[src/dccu_pkg.sv]
// dccu_pkg: shared constants and types for the disk control command unit
package dccu_pkg;
  // command codes presented on cmd_code
  typedef enum logic [3:0] {
    DCCU_CMD_NONE     = 4'h0,
    DCCU_CMD_RECAL    = 4'h1,
    DCCU_CMD_SEEK     = 4'h2,
    DCCU_CMD_RELSEEK  = 4'h3,
    DCCU_CMD_READID   = 4'h4,
    DCCU_CMD_SENSEINT = 4'h5,
    DCCU_CMD_SENSEDRV = 4'h6,
    DCCU_CMD_SPECIFY  = 4'h7,
    DCCU_CMD_CONFIG   = 4'h8,
    DCCU_CMD_VERSION  = 4'h9,
    DCCU_CMD_RWDONE   = 4'ha
  } dccu_cmd_t;

  // positioning engine states, one-hot
  typedef enum logic [3:0] {
    DCCU_IDLE  = 4'b0001,
    DCCU_STEP  = 4'b0010,
    DCCU_WAIT  = 4'b0100,
    DCCU_DONE  = 4'b1000
  } dccu_state_t;

  // termination codes
  localparam logic [1:0] DCCU_TC_NORMAL = 2'h0;
  localparam logic [1:0] DCCU_TC_ABNORMAL = 2'h1;
  localparam logic [1:0] DCCU_TC_POLL = 2'h3;

  // status zero bit positions
  localparam int DCCU_ST0_SE = 5;
  localparam int DCCU_ST0_EC = 4;
  localparam int DCCU_ST0_HD = 2;

  // fixed version result byte (arbitrary value marking the enhanced type)
  localparam logic [7:0] DCCU_VERSION_BYTE = 8'ha5;

  // recalibrate step limit
  localparam logic [6:0] DCCU_RECAL_MAX = 7'h4f;

  // configure defaults
  localparam logic DCCU_DEF_AUTO_SEEK = 1'b0;
  localparam logic DCCU_DEF_QUEUE_DIS = 1'b1;
  localparam logic DCCU_DEF_POLL_DIS = 1'b0;
  localparam logic [3:0] DCCU_DEF_THRESH = 4'h0;
  localparam logic [7:0] DCCU_DEF_PRECOMP = 8'h00;

  // timing at 250 kbps: ms per code unit for step, unload, settle
  localparam int DCCU_CLK_HZ = 25_000_000;
  localparam int DCCU_STEP_UNIT_MS = 2;
  localparam int DCCU_UNLOAD_UNIT_MS = 32;
  localparam int DCCU_SETTLE_UNIT_MS = 4;
  localparam int DCCU_STEP_UNIT_CYC = DCCU_CLK_HZ / 1000 * DCCU_STEP_UNIT_MS;
  localparam int DCCU_UNLOAD_UNIT_CYC = DCCU_CLK_HZ / 1000 * DCCU_UNLOAD_UNIT_MS;
  localparam int DCCU_SETTLE_UNIT_CYC = DCCU_CLK_HZ / 1000 * DCCU_SETTLE_UNIT_MS;
  // step pulse width in cycles
  localparam int DCCU_PULSE_CYC = 4;
  // codes of zero stand for this many units
  localparam logic [4:0] DCCU_STEP_ZERO_UNITS = 5'h10;
  localparam logic [4:0] DCCU_UNLOAD_ZERO_UNITS = 5'h10;
  localparam logic [7:0] DCCU_SETTLE_ZERO_UNITS = 8'h80;
endpackage

[src/dccu_timer.sv]
// dccu_timer: scaled delay counter, units of base cycles shifted by data rate
module dccu_timer
  import dccu_pkg::*;
#(
  parameter int UNIT_CYC = 50000,
  parameter int CW = 32
) (
  input wire logic clk,             // system clock
  input wire logic rst_n,           // async reset, active low
  input wire logic clk_en,          // freeze when low
  input wire logic start,           // load and run
  input wire logic [7:0] units,     // delay in code units
  input wire logic [1:0] rate_shift, // 0=250k,1=500k,2=1M,3=2M
  output logic busy                 // high while counting
);
  logic [CW-1:0] cnt_q;

  // units times unit length, halved per doubling of rate
  always_ff @(posedge clk or negedge rst_n) begin
    if (!rst_n) begin
      cnt_q <= '0;
    end else if (clk_en) begin
      if (start) begin
        cnt_q <= CW'((64'(units) * 64'(UNIT_CYC)) >> rate_shift);
      end else if (cnt_q != '0) begin
        cnt_q <= cnt_q - CW'(1);
      end
    end
  end

  assign busy = (cnt_q != '0);
endmodule

[src/dccu_core.sv]
// dccu_core: control command execution for the disk controller
module dccu_core
  import dccu_pkg::*;
#(
  parameter int RECAL_STEPS = 79
) (
  input wire logic clk,                       // 25 MHz clock
  input wire logic rst_n,                     // async reset, active low
  input wire logic clk_en,                    // freezes all state when low
  input wire logic cmd_valid,                 // command issue strobe
  input wire dccu_cmd_t cmd_code,             // command selector
  input wire logic [7:0] cmd_arg0,            // target_track / relative_track_count / timing code
  input wire logic [7:0] cmd_arg1,            // direction bit 0 / settle code / config bits
  input wire logic [7:0] cmd_arg2,            // precomp_start_track for configure
  input wire logic [1:0] rate_shift,          // data rate: 0=250k .. 3=2M
  input wire logic track_zero_input,          // high when head at track zero
  input wire logic rotation_marker_input,     // index pulse, high active
  input wire logic id_found,                  // id field seen by reader
  input wire logic [7:0] id_track,            // track of that id field
  input wire logic [7:0] drive_status_in,     // drive status byte
  input wire logic powerdown_exit,            // pulse on leaving powerdown
  input wire logic rw_byte_need,              // reader wants a byte moved
  output logic step_out,                      // step pulse to drive
  output logic dir_out,                       // 1 step in, 0 step out
  output logic busy,                          // command phase busy
  output logic drive_busy,                    // positioning not yet sensed
  output logic irq,                           // interrupt request
  output logic result_valid,                  // result byte strobe
  output logic [7:0] result_byte,             // result data
  output logic [7:0] current_track_reg,       // present track
  output logic [7:0] status_zero,             // status zero
  output logic missing_id_flag,               // no id found
  output logic request_for_master,            // program IO byte request
  output logic transfer_irq_pin,              // program IO transfer irq
  output logic dma_request_pin,               // dma request
  output logic head_loaded,                   // head unload delay running
  output logic settle_busy,                   // head settle timer busy; the timer is never started, so this stays low
  output logic auto_seek_enable,              // implied seek setting
  output logic queue_disable,                 // queue off, byte requests
  output logic [4:0] queue_threshold_bytes,   // threshold 1..16
  output logic [7:0] precomp_start_track,     // precomp start track
  output logic program_io_select              // 1 program IO, 0 dma
);
  dccu_state_t state_q;
  logic [7:0] target_track_q;
  logic [7:0] steps_left_q;
  logic [6:0] recal_cnt_q;
  logic mode_recal_q, mode_rel_q;
  logic [3:0] step_code_q, unload_code_q;
  logic [6:0] settle_code_q;
  logic poll_disable_q;
  logic [3:0] queue_threshold_q;
  logic [2:0] pulse_q;
  logic [1:0] index_cnt_q;
  logic readid_q, idx_prev_q, poll_pend_q;
  logic step_t_busy, unload_busy;
  logic step_t_start, unload_start, settle_start;
  logic [7:0] step_units, unload_units, settle_units;

  // zero code stands for the longest setting
  function automatic logic [7:0] code_units(input logic [6:0] code, input logic [7:0] zero_val);
    code_units = (code == 7'h00) ? zero_val : {1'b0, code};
  endfunction

  // step code F gives 1 unit (2 ms), 0 gives 16 units (32 ms)
  // step scaling
  assign step_units = code_units(7'(5'h10 - {1'b0, step_code_q}), {3'h0, DCCU_STEP_ZERO_UNITS});
  assign unload_units = code_units({3'h0, unload_code_q}, {3'h0, DCCU_UNLOAD_ZERO_UNITS});
  assign settle_units = code_units(settle_code_q, DCCU_SETTLE_ZERO_UNITS);

  dccu_timer #(.UNIT_CYC(DCCU_STEP_UNIT_CYC), .CW(32)) u_step_timer (
    .clk(clk), .rst_n(rst_n), .clk_en(clk_en), .start(step_t_start),
    .units(step_units), .rate_shift(rate_shift), .busy(step_t_busy));
  dccu_timer #(.UNIT_CYC(DCCU_UNLOAD_UNIT_CYC), .CW(32)) u_unload_timer (
    .clk(clk), .rst_n(rst_n), .clk_en(clk_en), .start(unload_start),
    .units(unload_units), .rate_shift(rate_shift), .busy(unload_busy));
  dccu_timer #(.UNIT_CYC(DCCU_SETTLE_UNIT_CYC), .CW(32)) u_settle_timer (
    .clk(clk), .rst_n(rst_n), .clk_en(clk_en), .start(settle_start),
    .units(settle_units), .rate_shift(rate_shift), .busy(settle_busy));

  logic take;
  assign take = cmd_valid & clk_en;
  assign unload_start = take && cmd_code == DCCU_CMD_RWDONE;
  // settle timer is never started: its start term is ANDed with a constant zero
  assign settle_start = take && cmd_code == DCCU_CMD_RWDONE && 1'b0;
  assign step_t_start = (state_q == DCCU_STEP) && pulse_q == 3'(DCCU_PULSE_CYC - 1);
  assign head_loaded = unload_busy;

  // specify and configure registers
  // defaults
  always_ff @(posedge clk or negedge rst_n) begin
    if (!rst_n) begin
      step_code_q <= 4'h0;
      unload_code_q <= 4'h0;
      settle_code_q <= 7'h00;
      program_io_select <= 1'b0;
      auto_seek_enable <= DCCU_DEF_AUTO_SEEK;
      queue_disable <= DCCU_DEF_QUEUE_DIS;
      poll_disable_q <= DCCU_DEF_POLL_DIS;
      queue_threshold_q <= DCCU_DEF_THRESH;
      precomp_start_track <= DCCU_DEF_PRECOMP;
    end else if (take && cmd_code == DCCU_CMD_SPECIFY) begin
      step_code_q <= cmd_arg0[7:4];
      unload_code_q <= cmd_arg0[3:0];
      settle_code_q <= cmd_arg1[7:1];
      program_io_select <= cmd_arg1[0];
    end else if (take && cmd_code == DCCU_CMD_CONFIG) begin
      auto_seek_enable <= cmd_arg1[6];
      queue_disable <= cmd_arg1[5];
      poll_disable_q <= cmd_arg1[4];
      queue_threshold_q <= cmd_arg1[3:0];
      precomp_start_track <= cmd_arg2;
    end
  end

  // code 0 is one byte, F is sixteen
  assign queue_threshold_bytes = {1'b0, queue_threshold_q} + 5'h01;

  // transfer requests, dma or program IO
  // route requests
  // byte-wise while queue disabled (one request per byte need)
  assign request_for_master = rw_byte_need & program_io_select;
  assign transfer_irq_pin = rw_byte_need & program_io_select;
  assign dma_request_pin = rw_byte_need & ~program_io_select;

  // positioning engine
  always_ff @(posedge clk or negedge rst_n) begin
    if (!rst_n) begin
      state_q <= DCCU_IDLE;
      current_track_reg <= 8'h00;
      target_track_q <= 8'h00;
      steps_left_q <= 8'h00;
      recal_cnt_q <= 7'h00;
      mode_recal_q <= 1'b0;
      mode_rel_q <= 1'b0;
      dir_out <= 1'b0;
      pulse_q <= 3'h0;
    end else if (clk_en) begin
      if (powerdown_exit) begin
        current_track_reg <= 8'h00;
        state_q <= DCCU_IDLE;
      end else begin
        case (state_q)
          DCCU_IDLE: begin
            if (take && cmd_code == DCCU_CMD_RECAL) begin
              current_track_reg <= 8'h00;
              dir_out <= 1'b0;
              mode_recal_q <= 1'b1;
              mode_rel_q <= 1'b0;
              recal_cnt_q <= 7'h00;
              state_q <= DCCU_WAIT;
            end else if (take && cmd_code == DCCU_CMD_SEEK) begin
              dir_out <= (cmd_arg0 > current_track_reg);
              target_track_q <= cmd_arg0;
              mode_recal_q <= 1'b0;
              mode_rel_q <= 1'b0;
              state_q <= DCCU_WAIT;
            end else if (take && cmd_code == DCCU_CMD_RELSEEK) begin
              dir_out <= cmd_arg1[0];
              steps_left_q <= cmd_arg0;
              mode_recal_q <= 1'b0;
              mode_rel_q <= 1'b1;
              state_q <= DCCU_WAIT;
            end
          end
          DCCU_WAIT: begin
            if (!step_t_busy) begin
              if (mode_recal_q) begin
                if (track_zero_input || recal_cnt_q == 7'(RECAL_STEPS)) begin
                  state_q <= DCCU_DONE;
                end else begin
                  state_q <= DCCU_STEP;
                end
              end else if (mode_rel_q) begin
                state_q <= (steps_left_q == 8'h00) ? DCCU_DONE : DCCU_STEP;
              end else begin
                state_q <= (target_track_q == current_track_reg) ? DCCU_DONE : DCCU_STEP;
              end
              pulse_q <= 3'h0;
            end
          end
          DCCU_STEP: begin
            pulse_q <= pulse_q + 3'h1;
            if (pulse_q == 3'(DCCU_PULSE_CYC - 1)) begin
              state_q <= DCCU_WAIT;
              if (mode_recal_q) begin
                recal_cnt_q <= recal_cnt_q + 7'h01;
              end else if (mode_rel_q) begin
                steps_left_q <= steps_left_q - 8'h01;
                current_track_reg <= dir_out ? current_track_reg + 8'h01 : current_track_reg - 8'h01;
              end else begin
                current_track_reg <= dir_out ? current_track_reg + 8'h01 : current_track_reg - 8'h01;
              end
            end
          end
          DCCU_DONE: begin
            state_q <= DCCU_IDLE;
          end
          default: begin
            state_q <= DCCU_IDLE;
          end
        endcase
      end
    end
  end

  assign step_out = (state_q == DCCU_STEP);
  // busy only while a command is taken
  assign busy = take;

  // status, interrupt and drive busy tracking
  always_ff @(posedge clk or negedge rst_n) begin
    if (!rst_n) begin
      status_zero <= 8'h00;
      irq <= 1'b0;
      drive_busy <= 1'b0;
      poll_pend_q <= 1'b1;
      missing_id_flag <= 1'b0;
      readid_q <= 1'b0;
      index_cnt_q <= 2'h0;
      idx_prev_q <= 1'b0;
    end else if (clk_en) begin
      idx_prev_q <= rotation_marker_input;
      if (powerdown_exit) begin
        status_zero <= 8'h00;
        missing_id_flag <= 1'b0;
        drive_busy <= 1'b0;
      end else begin
        // single poll interrupt, held off while head loaded
        if (poll_pend_q && !poll_disable_q && !unload_busy) begin
          poll_pend_q <= 1'b0;
          irq <= 1'b1;
          status_zero <= {DCCU_TC_POLL, 6'h00};
        end
        if (take && (cmd_code == DCCU_CMD_RECAL || cmd_code == DCCU_CMD_SEEK || cmd_code == DCCU_CMD_RELSEEK)) begin
          drive_busy <= 1'b1;
          // stale fault from an earlier command must not leak into this one
          status_zero[DCCU_ST0_EC] <= 1'b0;
        end
        if (state_q == DCCU_DONE) begin
          irq <= 1'b1;
          status_zero <= 8'h00;
          status_zero[DCCU_ST0_SE] <= 1'b1;
          if (mode_recal_q && !track_zero_input) begin
            status_zero[7:6] <= DCCU_TC_ABNORMAL;
            status_zero[DCCU_ST0_EC] <= 1'b1;
          end
          // keep a fault raised while stepping out past zero
          if (mode_rel_q && status_zero[DCCU_ST0_EC]) begin
            status_zero[7:6] <= DCCU_TC_ABNORMAL;
            status_zero[DCCU_ST0_EC] <= 1'b1;
          end
        end
        if (state_q == DCCU_STEP && mode_rel_q && !dir_out && current_track_reg == 8'h00
            && pulse_q == 3'h0) begin
          status_zero[DCCU_ST0_EC] <= 1'b1;
          status_zero[7:6] <= DCCU_TC_ABNORMAL;
        end
        if (take && cmd_code == DCCU_CMD_READID) begin
          readid_q <= 1'b1;
          index_cnt_q <= 2'h0;
          missing_id_flag <= 1'b0;
        end else if (readid_q) begin
          if (id_found) begin
            readid_q <= 1'b0;
            irq <= 1'b1;
            status_zero <= {DCCU_TC_NORMAL, 6'h00};
          end else if (rotation_marker_input && !idx_prev_q) begin
            index_cnt_q <= index_cnt_q + 2'h1;
            if (index_cnt_q == 2'h1) begin
              readid_q <= 1'b0;
              missing_id_flag <= 1'b1;
              irq <= 1'b1;
              status_zero <= {DCCU_TC_ABNORMAL, 6'h00};
            end
          end
        end
        if (rw_byte_need && program_io_select) begin
          irq <= 1'b1;
        end
        if (take && cmd_code == DCCU_CMD_SENSEINT && state_q != DCCU_DONE) begin
          irq <= 1'b0;
          drive_busy <= 1'b0;
        end
      end
    end
  end

  // result byte path
  always_ff @(posedge clk or negedge rst_n) begin
    if (!rst_n) begin
      result_valid <= 1'b0;
      result_byte <= 8'h00;
    end else if (clk_en) begin
      result_valid <= 1'b0;
      if (take) begin
        case (cmd_code)
          DCCU_CMD_SENSEINT: begin
            result_valid <= 1'b1;
            result_byte <= status_zero & ~(8'h01 << DCCU_ST0_HD);
          end
          DCCU_CMD_SENSEDRV: begin
            result_valid <= 1'b1;
            result_byte <= drive_status_in;
          end
          DCCU_CMD_VERSION: begin
            result_valid <= 1'b1;
            result_byte <= DCCU_VERSION_BYTE;
          end
          DCCU_CMD_READID: begin
            result_byte <= result_byte;
          end
          default: begin
            result_byte <= result_byte;
          end
        endcase
      end else if (readid_q && id_found) begin
        result_valid <= 1'b1;
        result_byte <= id_track;
      end
    end
  end
endmodule

[config.mk]
export PLATFORM = sky130hd
export DESIGN_NAME = dccu_core
export DESIGN_NICKNAME = d
export VERILOG_FILES = /design/src/dccu_pkg.sv /design/src/dccu_timer.sv /design/src/dccu_core.sv
export SDC_FILE = /design/constraint.sdc
export NUM_CORES = 1
export LEC_CHECK = 0
export BUFFER_PORTS_ARGS = -buffer_cell sky130_fd_sc_hd__buf_2
export CORE_MARGIN = 1.5
export CORE_UTILIZATION = 38
export CTS_BUF_LIST = sky130_fd_sc_hd__clkbuf_2
export CTS_CLUSTER_SIZE = 20
export DETAILED_ROUTE_END_ITERATION = 10
export PLACE_DENSITY = 0.63
export SLEW_MARGIN = 10
export SYNTH_ARGS = -nofsm -noshare
export SYNTH_HDL_FRONTEND = slang
export SYNTH_SLANG_ARGS = --single-unit
[constraint.sdc]
create_clock -name clk -period 8.9 [get_ports clk]
set_clock_uncertainty 0.05 [all_clocks]
set_input_delay 0 -clock clk [delete_from_list [all_inputs] [get_ports clk]]
set_output_delay 0 -clock clk [all_outputs]
set_load 0.02 [all_outputs]
**Word-level counts from Yosys, hierarchy flattened**

Cells that the tools add are included.

- Bits in registers: 186
- Output and inout port bits: 52

- Equality and inequality tests: 36
- Shifts and indexed selects: 2
- Multiply operators: 2
- Bitwise logic cells: 7
- Multiplexer cells: 94
- Reductions and logical operators: 69
- Order comparisons: 1
- Add/subtract/negate cells: 11

Operators by type and width:

| cell | count |
|---|---|
| $mux 8 | 21 |
| $mux 32 | 4 |
| $reduce_bool 32->1 | 3 |
| $sub 32x1->32 const B | 3 |
| $mux 4 | 11 |
| $mux 1 | 40 |
| $pmux 8 s2 | 2 |
| $shr 24x2->32 | 1 |
| $shr 28x2->32 | 1 |
| $mux 7 | 4 |
| $pmux 8 s3 | 1 |
| $logic_and 1x1->1 | 22 |
| $eq 4x3->1 const B | 5 |
| $reduce_and 5->1 | 4 |
| $mul 7x12->19 const B | 1 |
| $reduce_bool 3->1 | 6 |
| $mul 5x12->17 const B | 1 |
| $eq 4x4->1 const B | 4 |
| $logic_not 8->1 | 2 |
| $sub 8x1->8 const B | 2 |
| $pmux 7 s2 | 1 |
| $reduce_bool 2->1 | 7 |
| $eq 4x2->1 const B | 3 |
| $mux 2 | 6 |
| other kinds (37) | 67 |

**Longest topological paths before layout**

Gate-level depths: netlist of the first run.

- Word-level depth: 13
- Depth in mapped cells: 17

**Modules after synthesis**

From an unflattened synthesis of the first run, not the netlist that was laid out.

- Cells, all modules: 1982
- Area, all modules: 17713.2 um^2

Modules (own cells, without submodules):

| module | cells an instance | area each (um^2) | times used |
|---|---|---|---|
| dccu_core | 567 | 5703.0 | 1 |
| dccu_timer at u_settle_timer | 469 | 4096.4 | 1 |
| dccu_timer at u_unload_timer | 466 | 3970.1 | 1 |
| dccu_timer at u_step_timer | 480 | 3943.8 | 1 |

**Least setup slack after synthesis of the first run**

Ideal clock, no wire load.

- Path type: flip-flop to flip-flop
- Start: reg step_code_q[0]
- End: reg u_step_timer.cnt_q[18]
- Setup time: 90 ps
- Arrival time: 3873 ps
- Clock period less this slack: 4013 ps
- Setup slack: 4887 ps
- Cell stages (with the launch flop): 16
- Cell sequence: dfrtp_1 -> inv_1 -> ha_1 -> xnor2_1 -> ha_1 -> ha_1 -> ha_1 -> ha_1 -> ha_1 -> o21ai_0 -> nor2_1 -> o211ai_1 -> a2111oi_0 -> o21ai_0 -> mux2_2 -> o221ai_1

- Longest elaborated chain between the ends: 6

Ends and longest elaborated chain:

| item | RTL line | text |
|---|---|---|
| start: declaration | dccu_core.sv:49 | `logic [3:0] step_code_q, unload_code_q;` |
| start signal: assignment | dccu_core.sv:103 | `step_code_q <= cmd_arg0[7:4];` |
| $sub 5x4->6 (*) | dccu_core.sv:67 | `assign step_units = code_units(7'(5'h10 - {1'b0, step_code_q}), {3'h0, DCCU_STEP_ZERO_UNITS});` |
| $logic_not 7->1 | dccu_core.sv:62 | `code_units = (code == 7'h00) ? zero_val : {1'b0, code};` |
| $mux 7 (*) | dccu_core.sv:62 |  |
| $mul 7x12->19 (*) | dccu_timer.sv:24 | `cnt_q <= CW'((64'(units) * 64'(UNIT_CYC)) >> rate_shift);` |
| $shr 24x2->32 (*) | dccu_timer.sv:24 |  |
| $mux 32 (*) | dccu_timer.sv:23 | `if (start) begin` |
| end signal: assignment | dccu_timer.sv:24 |  |
| end signal: assignment | dccu_timer.sv:26 | `cnt_q <= cnt_q - CW'(1);` |
| end: declaration | dccu_timer.sv:16 | `logic [CW-1:0] cnt_q;` |

Mark *: on every way between the ends. The rest lies on a longest branch, timed or not.
A chain may end at the register's enable or synchronous reset.

**Final worst setup path of the first run**

Ends and elaborated chain as after synthesis.

==> results of run 1 <==
==> synth_stat cells (all sizes together), types with 13 or more instances <==
master,number,area [um^2]
nand2,126,473
nor2,136,515
and2,14,87.6
xnor2,50,438
mux4,13,293
inv,63,236
xor2,39,342
nand2b,16,100
o31ai,15,118
nand3,34,170
a21o,14,105
nor4,28,239
nor2b,13,81.3
mux2,32,360
nand4,20,138
a21oi,81,405
or4,14,116
a31oi,19,119
a22oi,16,120
ha,76,951
o21ai,128,641
nor3,57,290
dfrtp,183,4580
buf,13,61.3
o22ai,13,81.3
or3,13,81.3
clkbuf,46,173
==> cell families (layout without fill, tap and decap cells) <==
family | Yosys count | count (layout) | share of synthesized area, %
multiplexers | 54 | 54 | 5.77
adder cells (fa/ha/maj) | 80 | 80 | 8.01
buffers and inverters | 124 | 352 | 3.71
other | 1 | 3 | 0.0291
flip-flops | 186 | 186 | 36.2
XOR/XNOR | 89 | 89 | 6.06
AO/OA/AOI/OAI | 386 | 386 | 18.9
AND/OR/NAND/NOR | 520 | 520 | 21.3
==> worst reg2reg max path, delay by kind of cell (launching register included) <==
family,cells,cell delay (ns)
AO/OA/AOI/OAI,5,1.24
XOR/XNOR,1,0.37
adder cells (fa/ha/maj),6,1.82
buffers and inverters,1,0.09
flip-flops,1,0.51
multiplexers,1,0.34
AND/OR/NAND/NOR,1,0.29
==> timing repair <==
item,CTS,global route
resized for setup,0,0
hold buffers,135,0
buffers inserted,0,0
endpoints found under the hold margin,259,0
==> cell type report <==
class,instances,area (um^2)
clock buffer,18,90.1
inverter,65,244
sequential,186,4660
timing repair buffer,255,2020
tap,448,561
fill,3209,18000
clock inverter,14,100
antenna,1,2.50
multi-input combinational,1131,7760
==> per-layer routing <==
metal	GRT usage, %	share of wire (%)
met1	26.9	45
met2	34.2	48
met3	2.57	3.6
met4	8.78	3.3
met5	0	0
==> report_power, final <==
group          internal, mW  leakage [nW]  switching, mW
Sequential            0.992          2.44          0.158
Clock                0.0769         0.124          0.322
Combinational         0.943          4.43           1.16
Total                  2.01          6.99           1.64
==> per-stage QoR <==
stage	std cells	power [mW]	util (%)	area, um^2
4_1_cts	2117	3.64	46.1	15400
3_3_place_gp	1950	3.10	41.5	13900
2_1_floorplan	1441	2.68	-	12900
5_1_grt	2118	3.95	46.1	15400
3_5_place_dp	1950	3.15	41.5	13900
6_report	2118	3.65	46.1	15400
==> how the worst max path moves through the flow <==
stage                                         to  slack, ns  cells after the start
final                     u_step_timer.cnt_q[18]       4.14                     15
after detailed placement  u_step_timer.cnt_q[18]       4.23                     15
after global placement    u_step_timer.cnt_q[21]       4.35                     15
after global routing      u_step_timer.cnt_q[18]       3.85                     15
after CTS                 u_step_timer.cnt_q[18]       4.17                     15
after floorplan           u_step_timer.cnt_q[18]       4.89                     15
==> flow_metrics.tcl, run 1 <==
set metrics [dict create \
    crit_fanout 6 \
    worst_pin_slew_ns 1.17 \
    totalWireLength_um 35200 \
    grtUsageTotal_pct 20.5 \
    clk_latency_ns 0.86 \
    ir_worst_vdd_mv 0.152 \
    grt_pass1_vias 11800 \
    slowest_stage "a2111oi_0" \
    grt_overflow 0 \
    routed_via_density 5.62 \
    r2r_slack_ns 4.14 \
    synthCells 1440 \
    most-common-layout-cells "183 x dfrtp_1, 134 x nor2_1, 134 x dlygate4sd3_1" \
    critPathMaxStageDelay_ns 0.55 \
    fin_setup_tns_ns 0 \
    wl_per_cell_um 16.6 \
    largestRegisters "u_settle_timer.cnt_q x32, u_step_timer.cnt_q x32, u_unload_timer.cnt_q x32" \
    rsz0062_at_grt "false" \
    crit_buf_inv 1 \
    min_delay_worst_endpoint "state_q[3]" \
    crit_start "step_code_q[0]" \
    dieArea_um2 35000 \
    r2r_cells 15 \
    pre_cts_slack_ns 4.23 \
    numCtsBuffers 17 \
    first_pass_iters 5 \
    max_cap_violations 0 \
    synth_area_um2 12900 \
    min_period_ns 4.76 \
    powerDensity_nw_per_um2 236 \
    path_cells "inv_1 > ha_1 > xnor2_1 > ha_1 > ha_1 > ha_1 > ha_1 > ha_1 > o21ai_0 > nor2_1 > o211ai_1 > a2111oi_0 > o21ai_0 > mux2_2 > o221ai_1" \
    path_delay_family "adder cells" \
    hold_class "input port to flop" \
    ys_seq_area_share_pct 36.2 \
    leakagePower_nw 6.99 \
    hold_viol 0 \
    drive_above_1_share_pct 14.4 \
    synth-async-reset-ratio_pct 100 \
    cts.clk_slew.worst_paths_ns 0.29 \
    ys_ff_latch 186 \
    hp-start "track_zero_input" \
    crit_required_ns 9.62 \
    dieWidth_um 187 \
    layout_commonest_cell "dfrtp_1" \
    grt_antenna_before_repair 1 \
    cp-start-kind "flop" \
    cts.path.max_buffers 2 \
    cts.sinks 186 \
    cp-end-kind "flop" \
    status "finished clean" \
    drt_iter0_drc 744 \
    gp_congestion 0.839 \
    setup_violations 0 \
    num_vias 11900 \
    yosysWarningCount 0 \
    io_buffers 105 \
    slew_headroom_pct 21.9 \
    ys_types 90 \
    path_common_cell "ha_1" \
    grt_max_degree 103 \
    cts_root_buffer "clkbuf_2" \
    core_area_um2 33400 \
    arrival_ns 5.48 \
    initial_utilization_pct 38.5 \
    synth-edff-count 0 \
    num_rows 67 \
    drv_slew 0 \
    maxClockFrequency_ghz 0.210 \
    yosys_most_used_dff "dfrtp_1" \
    htree_levels 4 \
    crit_type "flop to flop" \
    io_pins 107 \
    drc_errors 0 \
    dp_hpwl_um 23500 \
    grt_pass1_wl_um 59300 \
    r2r_start "step_code_q[0]" \
    worstReg2RegEnd "u_step_timer.cnt_q[18]" \
    drtAntennaViolNets 0 \
    syn2layout_area_growth_pct 19.9 \
    whs_ns 0.100 \
    setup_slack_ns 4.14 \
    die_h_um 187 \
    synth.avg_cell_area_um2 8.94 \
    holdPathStages 6 \
    cts_tree "built" \
    final_nets 1791 \
    min_period_over_period_pct 53.5 \
]
(Power assumes the default switching activity.)
==> run 2: changes to the inputs <==
--- a/config.mk
+++ b/config.mk
@@ -11,7 +11,7 @@
 export CTS_BUF_LIST = sky130_fd_sc_hd__clkbuf_2
 export CTS_CLUSTER_SIZE = 20
 export DETAILED_ROUTE_END_ITERATION = 10
-export PLACE_DENSITY = 0.63
+export PLACE_DENSITY = 0.65
 export SLEW_MARGIN = 10
 export SYNTH_ARGS = -nofsm -noshare
 export SYNTH_HDL_FRONTEND = slang
==> constraint.sdc (replaced) <==
create_clock -name clk -period 4.21 [get_ports clk]
set_clock_uncertainty 0.05 [all_clocks]
set_input_delay 0 -clock clk [delete_from_list [all_inputs] [get_ports clk]]
set_output_delay 0 -clock clk [all_outputs]
set_load 0.02 [all_outputs]
==> flow_metrics.tcl, run 2 (synthesized netlist as in run 1, its figures left out) <==
set metrics [dict create \
    io_pins 107 \
    drtAntennaViolNets 0 \
    grt_max_degree 96 \
    core_area_um2 33400 \
    r2r_start "step_code_q[1]" \
    nFillCells 3134 \
    num_rows 67 \
    worst_pin_slew_ns 1.09 \
    slew_headroom_pct 27.4 \
    crit_required_ns 4.93 \
    grt_pass1_vias 11800 \
    cts.clk_slew.worst_paths_ns 0.28 \
    hp-start "cmd_arg0[4]" \
    totalWireLength_um 35600 \
    dieArea_um2 35000 \
    cts.path.max_buffers 2 \
    numCtsBuffers 17 \
    leakagePower_nw 7.07 \
    setup_slack_ns 0.172 \
    first_pass_iters 8 \
    crit_start "step_code_q[1]" \
    drc_errors 0 \
    grt_antenna_before_repair 1 \
    hold_class "input port to flop" \
    min_period_over_period_pct 95.9 \
    routed_via_density 5.62 \
    grtUsageTotal_pct 20.3 \
    powerDensity_nw_per_um2 515 \
    clk_latency_ns 0.85 \
    status "finished clean" \
    stdcell_area_um2 15600 \
    setup_violations 0 \
    syn2layout_area_growth_pct 21.0 \
    final_nets 1795 \
    min_period_ns 4.04 \
    htree_levels 4 \
    crit_type "flop to flop" \
    post-route-util_pct 46.5 \
    dp_hpwl_um 23900 \
    largestRegisters "u_settle_timer.cnt_q x32, u_step_timer.cnt_q x32, u_unload_timer.cnt_q x32" \
    dieWidth_um 187 \
    arrival_ns 4.76 \
    pre_cts_slack_ns 0.0103 \
    layout_commonest_cell "dfrtp_1" \
    placedInstanceArea_um2 14000 \
    most-common-layout-cells "183 x dfrtp_1, 133 x nor2_1, 126 x nand2_1" \
    hold_viol 0 \
    io_buffers 105 \
    cp-start-kind "flop" \
    ir_worst_vdd_mv 0.421 \
    cts_root_buffer "clkbuf_2" \
    drive_above_1_share_pct 16.7 \
    max_cap_violations 0 \
    gp_congestion 0.875 \
    crit_fanout 5 \
    drt_iter0_drc 980 \
    maxClockFrequency_ghz 0.248 \
    cts_tree "built" \
    drv_slew 0 \
    cp-end-kind "flop" \
    wl_per_cell_um 16.8 \
    die_h_um 187 \
    grt_overflow 0 \
    grt_pass1_wl_um 58700 \
    cts.sinks 186 \
    initial_utilization_pct 38.5 \
    num_vias 11900 \
]
-- run 2: cell count changes in the layout (fill, tap and decap cells not counted), sizes merged --
cell	delta
dlygate4sd3	-12
clkinv	-4
buf	+16
inv	+4
-- run 2: layout make-up --
type | count | area [um^2] | share of cell area (%)
multi-input combinational | 1131 | 7870 | 50.6
clock inverter | 14 | 126 | 0.812
sequential | 186 | 4660 | 29.9
timing repair buffer | 259 | 2020 | 12.9
tap | 448 | 561 | 3.60
antenna | 1 | 2.50 | 0.0161
inverter | 65 | 244 | 1.57
clock buffer | 18 | 90.1 | 0.579
-- run 2: timing repair --
| item | CTS | global route |
|---|---|---|
| pin swaps | 0 | 5 |
| hold buffers | 123 | 0 |
| hold endpoints to repair | 341 | 0 |
| setup buffers | 0 | 3 |
| resized for setup | 1 | 25 |
| setup endpoints to repair | 3 | 17 |
-- run 2: path summary, 6_finish.rpt --
| kind | to | slack [ns] | cells after the start |
|---|---|---|---|
| worst min register to register | u_settle_timer.cnt_q[26] | 0.44 | 1 |
| worst max register to register | u_step_timer.cnt_q[16] | 0.17 | 14 |
| max in group asynchronous | mode_recal_q | 3.29 | 4 |
| min in group asynchronous | state_q[0] | 0.23 | 3 |
| worst min-delay path | steps_left_q[4] | 0.07 | 4 |
| worst max-delay path | u_step_timer.cnt_q[16] | 0.17 | 14 |
-- run 2: per-stage QoR --
stage | hold WS (ns) | total power, mW | TNS (ns) | cells
floorplan | -0.346 | 5.67 | 0 | 1441
global placement | 0.0979 | 6.61 | 0 | 1963
detailed placement | 0.0965 | 6.69 | 0 | 1963
CTS | 0.00697 | 7.78 | 0 | 2118
global route | 0.0594 | 8.69 | -0.104 | 2122
finish | 0.0654 | 8.02 | 0 | 2122
-- run 2: where the power goes --
part / switching [mW] / internal (mW) / leakage (nW)
combinational: 2.52 / 2.17 / 4.50
sequential: 0.337 / 2.10 / 2.44
clock: 0.721 / 0.185 / 0.134
total: 3.57 / 4.45 / 7.07
-- run 2: metal layers --
layer | global-route usage, % | vias up | wire (um)
met5 | 0 | - | 0
met4 | 8.10 | 0 | 1160
met3 | 2.61 | 102 | 1740
met2 | 34.4 | 385 | 16600
met1 | 26.4 | 5731 | 16000
li1 | - | 5706 | -
-- run 2: critical path, stage by stage, from the launching register on --
cell,delay (ns)
dfrtp_1,0.47
buf_4,0.16
nor3_2,0.22
xnor2_2,0.18
xor2_1,0.14
ha_1,0.32
fa_1,0.52
ha_2,0.31
a211oi_2,0.27
nor2_1,0.09
o211ai_1,0.27
a21oi_1,0.12
o221a_2,0.28
or4_1,0.52
o211ai_1,0.10
==> run 3: changes to the inputs <==
--- a/config.mk
+++ b/config.mk
@@ -9,9 +9,12 @@
 export CORE_MARGIN = 1.5
 export CORE_UTILIZATION = 38
 export CTS_BUF_LIST = sky130_fd_sc_hd__clkbuf_2
+export CTS_CLUSTER_DIAMETER = 200
 export CTS_CLUSTER_SIZE = 20
 export DETAILED_ROUTE_END_ITERATION = 10
+export GPL_TIMING_DRIVEN = 0
 export PLACE_DENSITY = 0.65
+export RECOVER_POWER = 25
 export SLEW_MARGIN = 10
 export SYNTH_ARGS = -nofsm -noshare
 export SYNTH_HDL_FRONTEND = slang
==> flow_metrics.tcl, run 3 (synthesized netlist as in run 1, its figures left out) <==
set metrics [dict create \
    layout_commonest_cell "dfrtp_1" \
    cts_root_buffer "clkbuf_2" \
    pre_cts_slack_ns -0.624 \
    grt_pass1_vias 11700 \
    first_pass_iters 6 \
    worst_pin_slew_ns 2.70 \
    cts.path.max_buffers 2 \
    ir_worst_vdd_mv 0.393 \
    cp-end-kind "flop" \
    dieWidth_um 187 \
    drc_errors 0 \
    io_pins 107 \
    routed_via_density 5.63 \
    maxClockFrequency_ghz 0.245 \
    clk_latency_ns 0.88 \
    leakagePower_nw 7.02 \
    num_vias 12100 \
    grt_max_degree 109 \
    drv_slew 188 \
    largestRegisters "u_settle_timer.cnt_q x32, u_step_timer.cnt_q x32, u_unload_timer.cnt_q x32" \
    cts.sinks 186 \
    htree_levels 4 \
    setup_violations 0 \
    powerDensity_nw_per_um2 532 \
    cp-start-kind "flop" \
    setup_slack_ns 0.121 \
    grt_overflow 0 \
    num_rows 67 \
    dieArea_um2 35000 \
    initial_utilization_pct 38.5 \
    most-common-layout-cells "182 x dfrtp_1, 132 x nor2_1, 126 x nand2_1" \
    r2r_slack_ns 0.12 \
    dp_hpwl_um 25600 \
    hold_class "input port to flop" \
    wl_per_cell_um 17.2 \
    cts.clk_slew.worst_paths_ns 0.36 \
    syn2layout_area_growth_pct 21.6 \
    whs_ns 0.143 \
    io_buffers 103 \
    drt_iter0_drc 1056 \
    max_cap_violations 2 \
    gp_congestion 0.889 \
    grt_antenna_before_repair 2 \
    core_area_um2 33400 \
    totalWireLength_um 37100 \
    final_nets 1826 \
    drive_above_1_share_pct 15.4 \
    crit_required_ns 4.95 \
    numPlacedInstances 1993 \
    status "finished, violations left" \
    grtUsageTotal_pct 21.1 \
    crit_type "flop to flop" \
    failed_checks "capacitance limit, slew limit" \
    numCtsBuffers 17 \
    crit_fanout 5 \
    slew_headroom_pct -80.0 \
    min_period_over_period_pct 97.1 \
    hold_viol 0 \
    min_period_ns 4.09 \
    nFillCells 3113 \
    drtAntennaViolNets 0 \
    cts_tree "built" \
    final_cell_count_no_fill 2154 \
    grt_pass1_wl_um 60500 \
    die_h_um 187 \
    arrival_ns 4.83 \
]
## run 3: changes by cell type in the layout (fill, tap and decap cells not counted), sizes merged
cell and change:
dlygate4sd3 -2, diode +1, clkbuf +48, bufinv +1
buf -15, clkinv -1
## run 3: timing repair
item / in CTS / in global routing
gates resized for setup: 15 / 22
setup endpoints to repair: 13 / 15
hold buffers: 121 / 0
hold endpoints to repair: 306 / 0
buffers inserted: 3 / 3
pin swaps: 2 / 7
## run 3: metal layers
layer,global-route usage (%),wire (um)
met3,2.83,1670
met1,27.5,16400
met5,0,0
met4,9.46,1410
met2,35.1,17600
## run 3: power breakdown
| group | leakage, nW | switching (mW) | total [mW] | internal, mW |
|---|---|---|---|---|
| combinational | 4.43 | 2.66 | 4.85 | 2.19 |
| clock | 0.156 | 0.777 | 1.04 | 0.263 |
| sequential | 2.44 | 0.335 | 2.43 | 2.10 |
| total | 7.02 | 3.77 | 8.32 | 4.55 |
## run 3: worst max-delay path: stages, from the launching register on
cell and delay (ns):
dfrtp_1 0.48, buf_4 0.15, buf_4 0.14, nor2_2 0.15, a21oi_2 0.10, or2_2 0.28
ha_1 0.20, fa_1 0.49, ha_2 0.31, a211oi_2 0.29, nor2_2 0.09, o211ai_1 0.27
a21oi_1 0.11, o221a_2 0.29, or4_1 0.52, o211ai_1 0.10
## run 3: worst paths after layout
kind,end,start,cells past startpoint
worst max-delay path,u_step_timer.cnt_q[16],step_code_q[1],15
worst min-delay path,steps_left_q[7],cmd_arg0[7],5
worst max register to register,u_step_timer.cnt_q[16],step_code_q[1],15
worst min register to register,u_settle_timer.cnt_q[8],u_settle_timer.cnt_q[8],1
max in group asynchronous,index_cnt_q[0],rst_n,4
min in group asynchronous,u_step_timer.cnt_q[14],rst_n,4
## run 3: layout make-up
type / count / area, um^2 / area share (%)
sequential: 186 / 4660 / 29.8
clock buffer: 18 / 90.1 / 0.576
clock inverter: 14 / 175 / 1.12
tap: 448 / 561 / 3.58
antenna: 2 / 5.00 / 0.0320
timing repair buffer: 231 / 1770 / 11.3
buffer: 59 / 234 / 1.50
multi-input combinational: 1131 / 7910 / 50.5
inverter: 65 / 244 / 1.56
## run 3: stage by stage
step | util (%) | area [um^2] | TNS [ns] | total power [mW]
after floorplan | - | 12900 | 0 | 5.67
after global placement | 41.7 | 14000 | -29.61 | 6.60
after detailed placement | 41.8 | 14000 | -2.77 | 6.69
after CTS | 46.5 | 15600 | 0 | 7.95
after global routing | 46.8 | 15600 | -0.0698 | 8.91
final | 46.8 | 15600 | 0 | 8.32
